==> src/logic/rtcw_regs.svh <==
// constants for the transmit subaddress control word
`ifndef RTCW_REGS_SVH
`define RTCW_REGS_SVH
`define RTCW_WIDTH 16
`define RTCW_RESET 16'h0000
`define RTCW_SA_MIN 5'h01
`define RTCW_SA_MAX 5'h1e
`define RTCW_BIT_ALT_REQ 2
`define RTCW_BIT_ACK 8
`define RTCW_BIT_BROADCAST_FLAG 9
`define RTCW_BIT_NEXT_BUF 10
`define RTCW_BIT_TOUCHED 11
`define RTCW_BIT_BUSY 12
`define RTCW_BIT_RSVD 13
`define RTCW_BIT_ACC_IRQ 14
`define RTCW_BIT_CZ_IRQ 15
`define RTCW_MASK_IDLE_WR 16'h00f7
`define RTCW_MASK_ANY_WR 16'hd008
`define RTCW_MASK_SOFT_CLR 16'h0e00
`define RTCW_COUNT_ONE 16'h0001
`endif

==> src/logic/rtcw_pkg.sv <==
// types for the transmit subaddress control word
package rtcw_pkg;
  typedef logic [15:0] rtcw_word_type;
  typedef enum logic [1:0] {RTCW_MODE_INDEX, RTCW_MODE_ALT, RTCW_MODE_CIRC} rtcw_mode_type;
endpackage

==> src/logic/rtcw_cmd_match.sv <==
// decoder of commands that use the transmit control word
`include "rtcw_regs.svh"
module rtcw_cmd_match
  import rtcw_pkg::*;
(
  // command
  input wire logic cmd_valid,
  input wire logic cmd_tx,
  input wire logic [4:0] cmd_subaddr,
  // result
  output logic cmd_hit
);
  assign cmd_hit = cmd_valid && cmd_tx && (cmd_subaddr >= `RTCW_SA_MIN) &&
                   (cmd_subaddr <= `RTCW_SA_MAX);
endmodule // rtcw_cmd_match

==> src/logic/rtcw_irq_gate.sv <==
// gating of the two subaddress interrupt events
module rtcw_irq_gate
  import rtcw_pkg::*;
(
  // inputs
  input wire logic done,
  input wire logic acc_en_local,
  input wire logic acc_en_global,
  input wire logic cz_en_local,
  input wire logic cz_en_global,
  input wire logic count_reached,
  // events
  output logic acc_evt,
  output logic cz_evt
);
  assign acc_evt = done && acc_en_local && acc_en_global;
  assign cz_evt = done && count_reached && cz_en_local && cz_en_global;
endmodule // rtcw_irq_gate

==> src/logic/rtcw_top.sv <==
// transmit subaddress control word with host access and engine updates
// ----------------------------------------
// Overview of operation
// - the word is used only for valid transmit commands to subaddress 1 to 30.
// - a word written while the terminal is disabled never gets its ack bit set.
// - host writes to bits 8 to 11 are ignored and the device updates them while running.
// - bits 0 to 2 and 4 to 7 take host writes only while the terminal is not running.
// - bits 3, 12, 14 and 15 take host writes at any time.
// - master reset clears the whole word.
// - soft reset clears only the touched, next-buffer and broadcast bits.
// - a host read of the word clears the touched flag after returning the value.
// - the count-reached interrupt fires when enabled and the count hits zero in index or circular mode, never in alternating mode.
// - an interrupt sets a pending flag, raises the interrupt output and logs an entry.
// - the accessed interrupt fires when enabled at the end of any command that uses the word.
// - the touched flag is set when message processing ends.
// - in alternating mode with the ack bit set, the next-buffer bit flips after each error-free message not answered busy.
// - with busy set the device answers busy, sends no data and keeps the buffer bit.
// ----------------------------------------
`include "rtcw_regs.svh"
module rtcw_top
  import rtcw_pkg::*;
(
  // clock and reset
  input wire logic core_clk,
  input wire logic rst_n,
  input wire logic clk_en,
  input wire logic soft_reset,
  // global configuration
  input wire logic terminal_enable,
  input wire logic terminal_running,
  input wire logic acc_irq_global_en,
  input wire logic cz_irq_global_en,
  // host access
  input wire logic host_wr,
  input wire logic host_rd,
  input wire logic [15:0] host_wdata,
  output logic [15:0] host_rdata,
  // protocol engine
  input wire logic cmd_valid,
  input wire logic cmd_tx,
  input wire logic cmd_broadcast_flag,
  input wire logic [4:0] cmd_subaddr,
  input wire logic [1:0] buf_mode,
  input wire logic msg_done,
  input wire logic msg_error,
  input wire logic [15:0] message_countdown,
  input wire logic circ_count_done,
  output logic cmd_uses_word,
  output logic busy_response,
  output logic send_data,
  output logic buffer_sel_b,
  // interrupt side
  output logic pend_acc,
  output logic pend_cz,
  output logic irq_out,
  output logic log_push,
  output logic [1:0] log_code
);
  // ----------------------------------------
  // state
  // ----------------------------------------
  typedef struct packed {
    rtcw_word_type word;
    logic [15:0] rdata;
    logic act;
    logic busy;
    logic send;
    logic bsel;
    logic p_acc;
    logic p_cz;
    logic irq;
    logic push;
    logic [1:0] code;
    logic was_en;
  } rtcw_state_type;

  rtcw_state_type st_r, st_nxt;
  logic hit, acc_evt, cz_evt, cnt_reached;
  rtcw_mode_type mode;

  function automatic rtcw_word_type merge(rtcw_word_type cur, rtcw_word_type nw,
                                          rtcw_word_type msk);
    merge = (cur & ~msk) | (nw & msk);
  endfunction

  assign mode = rtcw_mode_type'(buf_mode);

  rtcw_cmd_match u_match (
    .cmd_valid(cmd_valid),
    .cmd_tx(cmd_tx),
    .cmd_subaddr(cmd_subaddr),
    .cmd_hit(hit)
  );

  assign cnt_reached = (mode == RTCW_MODE_INDEX) ? (message_countdown == `RTCW_COUNT_ONE)
                     : (mode == RTCW_MODE_CIRC) ? circ_count_done : 1'b0;

  rtcw_irq_gate u_gate (
    .done(msg_done && st_r.act),
    .acc_en_local(st_r.word[`RTCW_BIT_ACC_IRQ]),
    .acc_en_global(acc_irq_global_en),
    .cz_en_local(st_r.word[`RTCW_BIT_CZ_IRQ]),
    .cz_en_global(cz_irq_global_en),
    .count_reached(cnt_reached),
    .acc_evt(acc_evt),
    .cz_evt(cz_evt)
  );

  // ----------------------------------------
  // next state
  // ----------------------------------------
  always_comb begin
    st_nxt = st_r;
    st_nxt.push = 1'b0;
    st_nxt.irq = 1'b0;
    st_nxt.rdata = st_r.word;
    // touched flag clears once the read value has been handed out
    if (host_rd) begin
      st_nxt.word[`RTCW_BIT_TOUCHED] = 1'b0;
    end
    if (host_wr) begin
      st_nxt.was_en = terminal_enable;
      st_nxt.word = merge(st_nxt.word, host_wdata, `RTCW_MASK_ANY_WR);
      if (!terminal_running) begin
        st_nxt.word = merge(st_nxt.word, host_wdata, `RTCW_MASK_IDLE_WR);
      end
      // bits 8-11 and 13 are never taken from the host
    end
    if (terminal_running && st_r.word[`RTCW_BIT_ALT_REQ]) begin
      st_nxt.word[`RTCW_BIT_ACK] = st_r.was_en;
    end
    if (hit) begin
      st_nxt.act = 1'b1;
      st_nxt.busy = st_r.word[`RTCW_BIT_BUSY];
      st_nxt.send = !st_r.word[`RTCW_BIT_BUSY];
      st_nxt.bsel = st_r.word[`RTCW_BIT_NEXT_BUF];
      if (terminal_running) begin
        st_nxt.word[`RTCW_BIT_BROADCAST_FLAG] = cmd_broadcast_flag;
      end
    end
    if (msg_done && st_r.act && terminal_running) begin
      st_nxt.act = 1'b0;
      st_nxt.send = 1'b0;
      st_nxt.busy = 1'b0;
      // set wins over a read clear in the same cycle
      st_nxt.word[`RTCW_BIT_TOUCHED] = 1'b1;
      if (mode == RTCW_MODE_ALT && st_r.word[`RTCW_BIT_ACK] && !msg_error && !st_r.busy) begin
        st_nxt.word[`RTCW_BIT_NEXT_BUF] = !st_r.word[`RTCW_BIT_NEXT_BUF];
      end
    end
    if (acc_evt || cz_evt) begin
      st_nxt.p_acc = st_r.p_acc | acc_evt;
      st_nxt.p_cz = st_r.p_cz | cz_evt;
      st_nxt.irq = 1'b1;
      st_nxt.push = 1'b1;
      st_nxt.code = {cz_evt, acc_evt};
    end
    if (soft_reset) begin
      st_nxt.word = st_nxt.word & ~`RTCW_MASK_SOFT_CLR;
    end
    st_nxt.word[`RTCW_BIT_RSVD] = 1'b0;
  end

  always_ff @(posedge core_clk or negedge rst_n) begin
    if (!rst_n) begin
      st_r <= '0;
    end else if (clk_en) begin
      st_r <= st_nxt;
    end
  end

  // ----------------------------------------
  // outputs
  // ----------------------------------------
  assign host_rdata = st_r.rdata;
  assign cmd_uses_word = st_r.act;
  assign busy_response = st_r.busy;
  assign send_data = st_r.send;
  assign buffer_sel_b = st_r.bsel;
  assign pend_acc = st_r.p_acc;
  assign pend_cz = st_r.p_cz;
  assign irq_out = st_r.irq;
  assign log_push = st_r.push;
  assign log_code = st_r.code;
endmodule // rtcw_top

==> config.mk <==
export PLATFORM = sky130hd
export DESIGN_NAME = rtcw_top
export DESIGN_NICKNAME = d
export VERILOG_FILES = /design/src/logic/rtcw_pkg.sv /design/src/logic/rtcw_cmd_match.sv /design/src/logic/rtcw_irq_gate.sv /design/src/logic/rtcw_top.sv
export VERILOG_INCLUDE_DIRS = /design/src /design/src/logic
export SDC_FILE = /design/constraint.sdc
export NUM_CORES = 1
export LEC_CHECK = 0
export ABC_AREA = 0
export BUFFER_PORTS_ARGS = -buffer_cell sky130_fd_sc_hd__buf_4
export CORE_MARGIN = 2
export CORE_UTILIZATION = 47
export DETAILED_ROUTE_END_ITERATION = 8
export PLACE_DENSITY = 0.8
export SYNTH_ARGS = -nofsm -noshare
export SYNTH_HDL_FRONTEND = slang
export SYNTH_SLANG_ARGS = --single-unit
==> constraint.sdc <==
create_clock -name core_clk -period 1.18 [get_ports core_clk]
set_input_delay 0.177 -clock core_clk [delete_from_list [all_inputs] [get_ports core_clk]]
set_output_delay 0.177 -clock core_clk [all_outputs]
set_load 0.05 [all_outputs]
==> flow_summary.ini, run 1 <==
[run_status]
status = finished, violations left
violations = setup timing

[final_layout]
drive_gt1_share_pct = 61.3
layout_commonest_cell = buf_4
diodes = 0
post-route-cell-area_um2 = 2500
area_delta_synth_final_pct = 36.2
finalNonFillerCells = 260
nNetsFinal = 266
mostFrequentLayoutCells = buf_4, dfrtp_1, mux2_2

[worst_setup_path]
slowest_stage = or4_4
start_kind = primary input
path_max_fanout = 3
cp-end-kind = flip-flop
worstPathCellList = buf_6 > or4_4 > mux2i_4 > nor3_2 > a221o_1
crit_required_ns = 1.35
reg2reg_to = pend_cz
path_class = primary input to flip-flop
slowest_delay_ns = 0.53
crit_arrival_ns = 1.38
r2r_cells = 4
r2r_slack_ns = 0.02
r2r-start = cmd_uses_word

[global_route]
grt_pass1_vias = 1365
antenna_found_initial = 0
grt.total_usage_pct = 19.1
overflow = 0
grt_pass1_wl_um = 6330
grt_max_degree = 41

[drt]
drtIter0Drc = 75
drtPass1Iterations = 4
wl_um = 3860
vias = 1374
viasPerCell = 5.28
drc = 0
wire_per_inst_um = 14.8
antenna_left = 0

[clock_network]
ctsHtreeMaxLevel = 2
clockBufferDepth = 2
cts.sinks = 40
cts.clk_slew.worst_paths_ns = 0.07
cts_made_buffers = 5
cts_tree = done
clockRootBuffer = clkbuf_8
clk-insertion-delay-late_ns = 0.29

[power_and_ir_drop]
leakage_uw = 0.00121
vdd_drop_max_mv = 1.12
p_per_area_nw_per_um2 = 1780

[sta]
clock.fmax_mhz = 823
period_share_pct = 103
slew_viol_final = 0
clock_skew_ns = 0.00701
finalCriticalPeriod_ns = 1.22
setup_viol = 3
setup_tns_ns = -0.0812
finalWorstSetupSlack_ns = -0.0354
rsz0062_at_grt = yes
hold_viol = 0

[floorplanning]
ios = 81
die_h_um = 66.5
rows = 22
core_um2 = 3720
die_w_um = 66.5
die_area_um2 = 4420
start_util_pct = 49.4

[yosys]
synth_cell_type_count = 34
yosysTopAreaCell = dfrtp_1
netlist.area_leader.share_pct = 54.6
synthCells = 144
synth.avg_cell_area_um2 = 12.7
synth_area_leaders = dfrtp_1, mux2_2, buf_4, nand3_1, mux2i_4
yosysSeqAreaShare_pct = 54.6
synth_nets = 199
synth_warnings = 0
syn-cell-area_um2 = 1830
ys_seq_elements = 40

[placement]
gp_congestion = 0.743
io_buffers = 74
numPlacedInstances = 251
dp_hpwl_um = 3040
place_area_um2 = 2370

[hold_path]
min_from = soft_reset
holdPathEnd = st_nxt[22]
hold_depth = 2
min_path_type = primary input to flip-flop

[job]
cap_violations = 0
-- where the power goes --
group	internal, µW	switching (µW)	leakage [µW]	total, µW
clock	476	429	0.0000455	905
combinational	657	1010	0.000683	1670
sequential	1670	194	0.000482	1870
-- worst max-delay path, delay by kind of cell --
family / cells / cell delay [ns]
mux: 1 / 0.22
buf+inv: 1 / 0.09
compound gates: 1 / 0.29
simple gates: 2 / 0.60
-- stage by stage --
step           utilization (%)  setup slack, ns  total power (µW)  hold WS, ns
6_report                  67.2          -0.0354              4440        0.122
5_1_grt                   67.2          -0.0521              4660        0.108
4_1_cts                   67.2          -0.0315              4480        0.113
3_5_place_dp              63.9           -0.340              3550        0.177
3_3_place_gp              63.9           -0.320              3500        0.164
2_1_floorplan                -           -0.217              3130       -0.119
-- cell type report --
cell class	instances	area, µm²
Clock buffer	8	90.1
Fill cell	290	1220
Inverter	5	18.8
Multi-Input combinational cell	77	696
Sequential cell	40	1000
Tap cell	48	60.1
Timing Repair Buffer	82	629
-- worst max-delay path by stage --
stage                         startpoint      endpoint  cells past startpoint
after global placement    cmd_subaddr[1]  buffer_sel_b                      5
after CTS                 cmd_subaddr[1]     send_data                      5
after detailed placement  cmd_subaddr[1]     send_data                      6
final                     cmd_subaddr[1]     send_data                      5
after floorplan           cmd_subaddr[1]  buffer_sel_b                      4
after global routing      cmd_subaddr[1]     send_data                      5
-- Yosys cell counts (all sizes together) --
cell,n
or2,2
o22ai,1
o21ai,3
buf,21
nand4,1
nand2,3
o211a,2
mux2,29
a2bb2oi,2
o2bb2ai,1
o2111ai,1
inv,5
a221o,1
nor3,2
nor4b,2
a41oi,1
nand3,6
mux2i,2
or4,2
a21boi,1
nand2b,2
a21o,1
conb,1
a211o,1
nor2b,2
and3,2
nor2,3
nor4,3
clkbuf,1
dfrtp,40
-- logic make-up after synthesis --
logic type / share of synthesized area (%)
buffers and inverters: 9.41
DFF: 54.6
other: 0.204
and+or+nand+nor: 9.55
muxes: 19.8
AOI/OAI and AO/OA: 6.48
-- metal layers --
metal	track usage (%)	wire [µm]	share of wire (%)	up-vias
li1	-	-	-	628
met1	23.1	1530	40	677
met2	32.3	1900	49	65
met3	7.09	404	10	4
met4	4.59	27	0.70	0
met5	0	0	0	-
-- what timing repair did --
action | in CTS | in global routing
gates resized for setup | 5 | 2
setup endpoints to repair | 6 | 7
pin swaps | 2 | 4
hold buffers | 1 | 0
buffers inserted | 0 | 0
endpoints found under the hold margin | 40 | 0
Note: power is estimated with default switching activity, not from simulation.
==> run 2, diff against run 1 <==
--- a/constraint.sdc
+++ b/constraint.sdc
@@ -3,2 +3,2 @@
 set_output_delay 0.177 -clock core_clk [all_outputs]
-set_load 0.05 [all_outputs]
+set_load 0.01 [all_outputs]
==> flow_summary.ini, run 2 (synthesized netlist as in run 1, its figures left out) <==
[worst_setup_path]
cp-end-kind = flip-flop
r2r-start = busy_response
slowest_stage = or4_4
start_kind = primary input
r2r_slack_ns = -0.01
cp.depth = 5
path_delay_family = simple AND/OR/NAND/NOR gates
crit_arrival_ns = 1.40
cp_num_buf_inv = 1
r2r_cells = 4
crit_required_ns = 1.35
startpoint = cmd_subaddr[1]
path_max_fanout = 4
slowest_delay_ns = 0.53
path_class = primary input to flip-flop
worstPathCellList = buf_6 > or4_4 > mux2i_4 > nor3_2 > a221o_1

[final_layout]
layout_commonest_cell = buf_4
drive_gt1_share_pct = 62.8
diodes = 0
nNetsFinal = 269
area_delta_synth_final_pct = 39.0
mostFrequentLayoutCells = buf_4, dfrtp_1, mux2_2
fillCellCount = 300

[power_and_ir_drop]
power_frac_seq_pct = 48.0
p_per_area_nw_per_um2 = 1520
power_uw = 3870
netSwitchingFraction_pct = 27.3
vdd_drop_max_mv = 0.985
switching_power_uw = 1060
p_clk_share_pct = 23.8
leakage_uw = 0.00124
intPower_uw = 2810
combPwrFrac_pct = 28.2

[drt]
drtPass1Iterations = 4
vias = 1357
wire_per_inst_um = 15.1
drc = 0
antenna_left = 0
viasPerCell = 5.16
drtIter0Drc = 45
wl_um = 3980

[clock_network]
clockBufferDepth = 2
cts_made_buffers = 5
clk-insertion-delay-late_ns = 0.29
clockRootBuffer = clkbuf_8
cts.sinks = 40
cts.clk_slew.worst_paths_ns = 0.08
ctsHtreeMaxLevel = 2
cts_tree = done

[floorplanning]
core_um2 = 3720
rows = 22
die_area_um2 = 4420
die_w_um = 66.5
start_util_pct = 49.4
die_h_um = 66.5
ios = 81

[sta]
setup_viol = 4
hold_viol = 0
setup_tns_ns = -0.102
clock_skew_ns = 0.00494
finalCriticalPeriod_ns = 1.23
holdWs_ns = 0.107
finalWorstSetupSlack_ns = -0.0482
rsz0062_at_grt = yes
period_share_pct = 104
slew_viol_final = 0
clock.fmax_mhz = 814

[placement]
place_ws_ns = -0.382
dp_hpwl_um = 3000
gp_congestion = 0.807
io_buffers = 74

[global_route]
antenna_found_initial = 0
grt_pass1_vias = 1392
grt_pass1_wl_um = 6110
grt_max_degree = 41
grt.total_usage_pct = 18.5
overflow = 0

[hold_path]
min_from = soft_reset
hold_depth = 2
min_path_type = primary input to flip-flop

[run_status]
status = finished, violations left
violations = setup timing

[job]
cap_violations = 0
## run 2: final timing paths
| path | to |
|---|---|
| worst max-delay path | send_data |
| worst min-delay path | st_nxt[22] |
| worst max register to register | st_nxt[21] |
| worst min register to register | pend_acc |
| max in group asynchronous | st_nxt[11] |
| min in group asynchronous | host_rdata[9] |
## run 2: area by class of cell
cell class / instances / area, µm² / share of cell area [%]
Sequential cell: 40 / 1000 / 39.3
Multi-Input combinational cell: 77 / 726 / 28.5
Clock inverter: 2 / 10.0 / 0.393
Clock buffer: 6 / 82.6 / 3.24
Tap cell: 48 / 60.1 / 2.36
Inverter: 5 / 18.8 / 0.736
Timing Repair Buffer: 85 / 652 / 25.6
## run 2: worst reg2reg max path: stages, from the launching register on
cell	delay (ns)
dfrtp_1	0.42
nor4b_2	0.32
nand3_2	0.11
mux2i_1	0.16
o2bb2ai_1	0.07
## run 2: repair_timing
item / CTS / global route
hold endpoints to repair: 40 / 0
setup endpoints to repair: 10 / 10
gates resized for setup: 5 / 10
buffers inserted: 1 / 0
hold buffers: 1 / 0
cloned: 0 / 0
pin swaps: 1 / 6
## run 2: per-stage QoR
stage / area [µm²] / instances / util (%)
floorplan: 1840 / 144 / -
global placement: 2370 / 253 / 63.8
detailed placement: 2370 / 253 / 63.8
CTS: 2500 / 263 / 67.2
global route: 2550 / 263 / 68.6
finish: 2550 / 263 / 68.6
## run 2: routing by layer
| metal | track usage, % | share of wire (%) |
|---|---|---|
| met3 | 5.41 | 7.7 |
| met5 | 0 | 0 |
| met2 | 35.1 | 52 |
| met4 | 6.12 | 1.3 |
| met1 | 19.3 | 39 |
## run 2: power groups by stage
stage          Clock [µW]  Sequential, µW  Combinational [µW]
4_1_cts               954            1850                1080
5_1_grt              1010            1890                1180
3_3_place_gp            0            1850                1030
6_report              921            1860                1090
2_1_floorplan           0            1850                 637
3_5_place_dp            0            1870                1060
==> run 3, diff against run 2 <==
- CORE_UTILIZATION: 47 -> 50
- PLACE_DENSITY: 0.8 -> 0.84
- clock period: 1.18 -> 1.5 ns (I/O delays scaled with it)
==> flow_summary.ini, run 3 (synthesized netlist as in run 1, its figures left out) <==
[run_status]
status = completed

[sta]
finalCriticalPeriod_ns = 1.27
clock_skew_ns = 0.00397
period_share_pct = 84.8
clock.fmax_mhz = 786
hold_viol = 0
setup_viol = 0
holdWs_ns = 0.156
setup_tns_ns = 0
rsz0062_at_grt = no
slew_viol_final = 0
finalWorstSetupSlack_ns = 0.228

[power_and_ir_drop]
combPwrFrac_pct = 26.5
vdd_drop_max_mv = 0.752
power_frac_seq_pct = 49.5
netSwitchingFraction_pct = 26.9
switching_power_uw = 795
leakage_uw = 0.00121
power_uw = 2960
p_clk_share_pct = 24.1
intPower_uw = 2160
p_per_area_nw_per_um2 = 1210

[placement]
gp_congestion = 0.837
io_buffers = 74
dp_hpwl_um = 3130
place_ws_ns = -0.0742

[global_route]
busiest_layer = met2
grt.total_usage_pct = 20.8
grt_max_degree = 41
antenna_found_initial = 0
grt_pass1_wl_um = 6610
grt_pass1_vias = 1521
use_met3_pct = 7.81
met1_usage_pct = 21.6
overflow = 0
gr-usage-met2_pct = 39.2

[floorplanning]
die_w_um = 64.6
ios = 81
rows = 22
start_util_pct = 50.9
core_um2 = 3610
die_area_um2 = 4170
die_h_um = 64.6

[drt]
vias = 1364
wl_um = 4000
drc = 0
drtIter0Drc = 58
wire_per_inst_um = 15.5
antenna_left = 0
drtPass1Iterations = 4
viasPerCell = 5.29

[clock_network]
ctsHtreeMaxLevel = 2
cts_tree = done
clockRootBuffer = clkbuf_8
clk-insertion-delay-late_ns = 0.29
clockBufferDepth = 2
cts_made_buffers = 5
cts.clk_slew.worst_paths_ns = 0.07
cts.sinks = 40

[final_layout]
nNetsFinal = 264
diodes = 0
area_delta_synth_final_pct = 33.1
layout_commonest_cell = buf_4
mostFrequentLayoutCells = buf_4, dfrtp_1, mux2_2
final_util_pct = 67.7
drive_gt1_share_pct = 58.1

[hold_path]
min_path_type = primary input to flip-flop

[worst_setup_path]
path_class = primary input to flip-flop
cp-end-kind = flip-flop
path_max_fanout = 3
crit_required_ns = 1.68
start_kind = primary input
crit_arrival_ns = 1.45
r2r_slack_ns = 0.26

[job]
cap_violations = 0
## run 3: routing by layer
metal / vias to the layer above / routed length [µm]
met3: 6 / 396
met2: 75 / 2090
met5: - / 0
met4: 0 / 45
met1: 662 / 1470
li1: 621 / -
## run 3: area by class of cell
cell class	count	area, µm²
Clock buffer	6	82.6
Inverter	5	18.8
Multi-Input combinational cell	77	666
Tap cell	48	60.1
Clock inverter	2	10.0
Sequential cell	40	1000
Timing Repair Buffer	80	603
Fill cell	283	1160
## run 3: power by group through the flow
stage	Sequential, µW	Combinational [µW]	Clock (µW)
2_1_floorplan	1450	499	0
3_3_place_gp	1460	762	0
3_5_place_dp	1480	788	0
4_1_cts	1460	794	739
5_1_grt	1490	852	785
6_report	1460	782	712
## run 3: timing repair
item                                   in CTS  in global routing
hold buffers                                1                  0
endpoints found under the hold margin      40                  0
setup endpoints to repair                   0                  1
resized for setup                           0                  1
setup buffers                               0                  0
## run 3: path summary, 6_finish.rpt
path,from,depth (start not counted),to
setup / recovery,cmd_subaddr[1],5,buffer_sel_b
hold / removal,soft_reset,2,st_nxt[21]
setup reg to reg,cmd_uses_word,4,log_code[0]
max in group asynchronous,rst_n,2,st_nxt[22]
min in group asynchronous,rst_n,2,host_rdata[9]
hold reg to reg,pend_cz,1,pend_cz
## run 3: stage by stage
step,instance area (µm²),cells
after floorplan,1830,144
after global placement,2330,249
after detailed placement,2330,249
after CTS,2440,258
after global routing,2440,258
final,2440,258
## run 3: critical path, stage by stage
cell	delay [ns]
buf_4	0.12
or4_4	0.53
mux2i_4	0.17
nor2_1	0.10
mux2_4	0.30
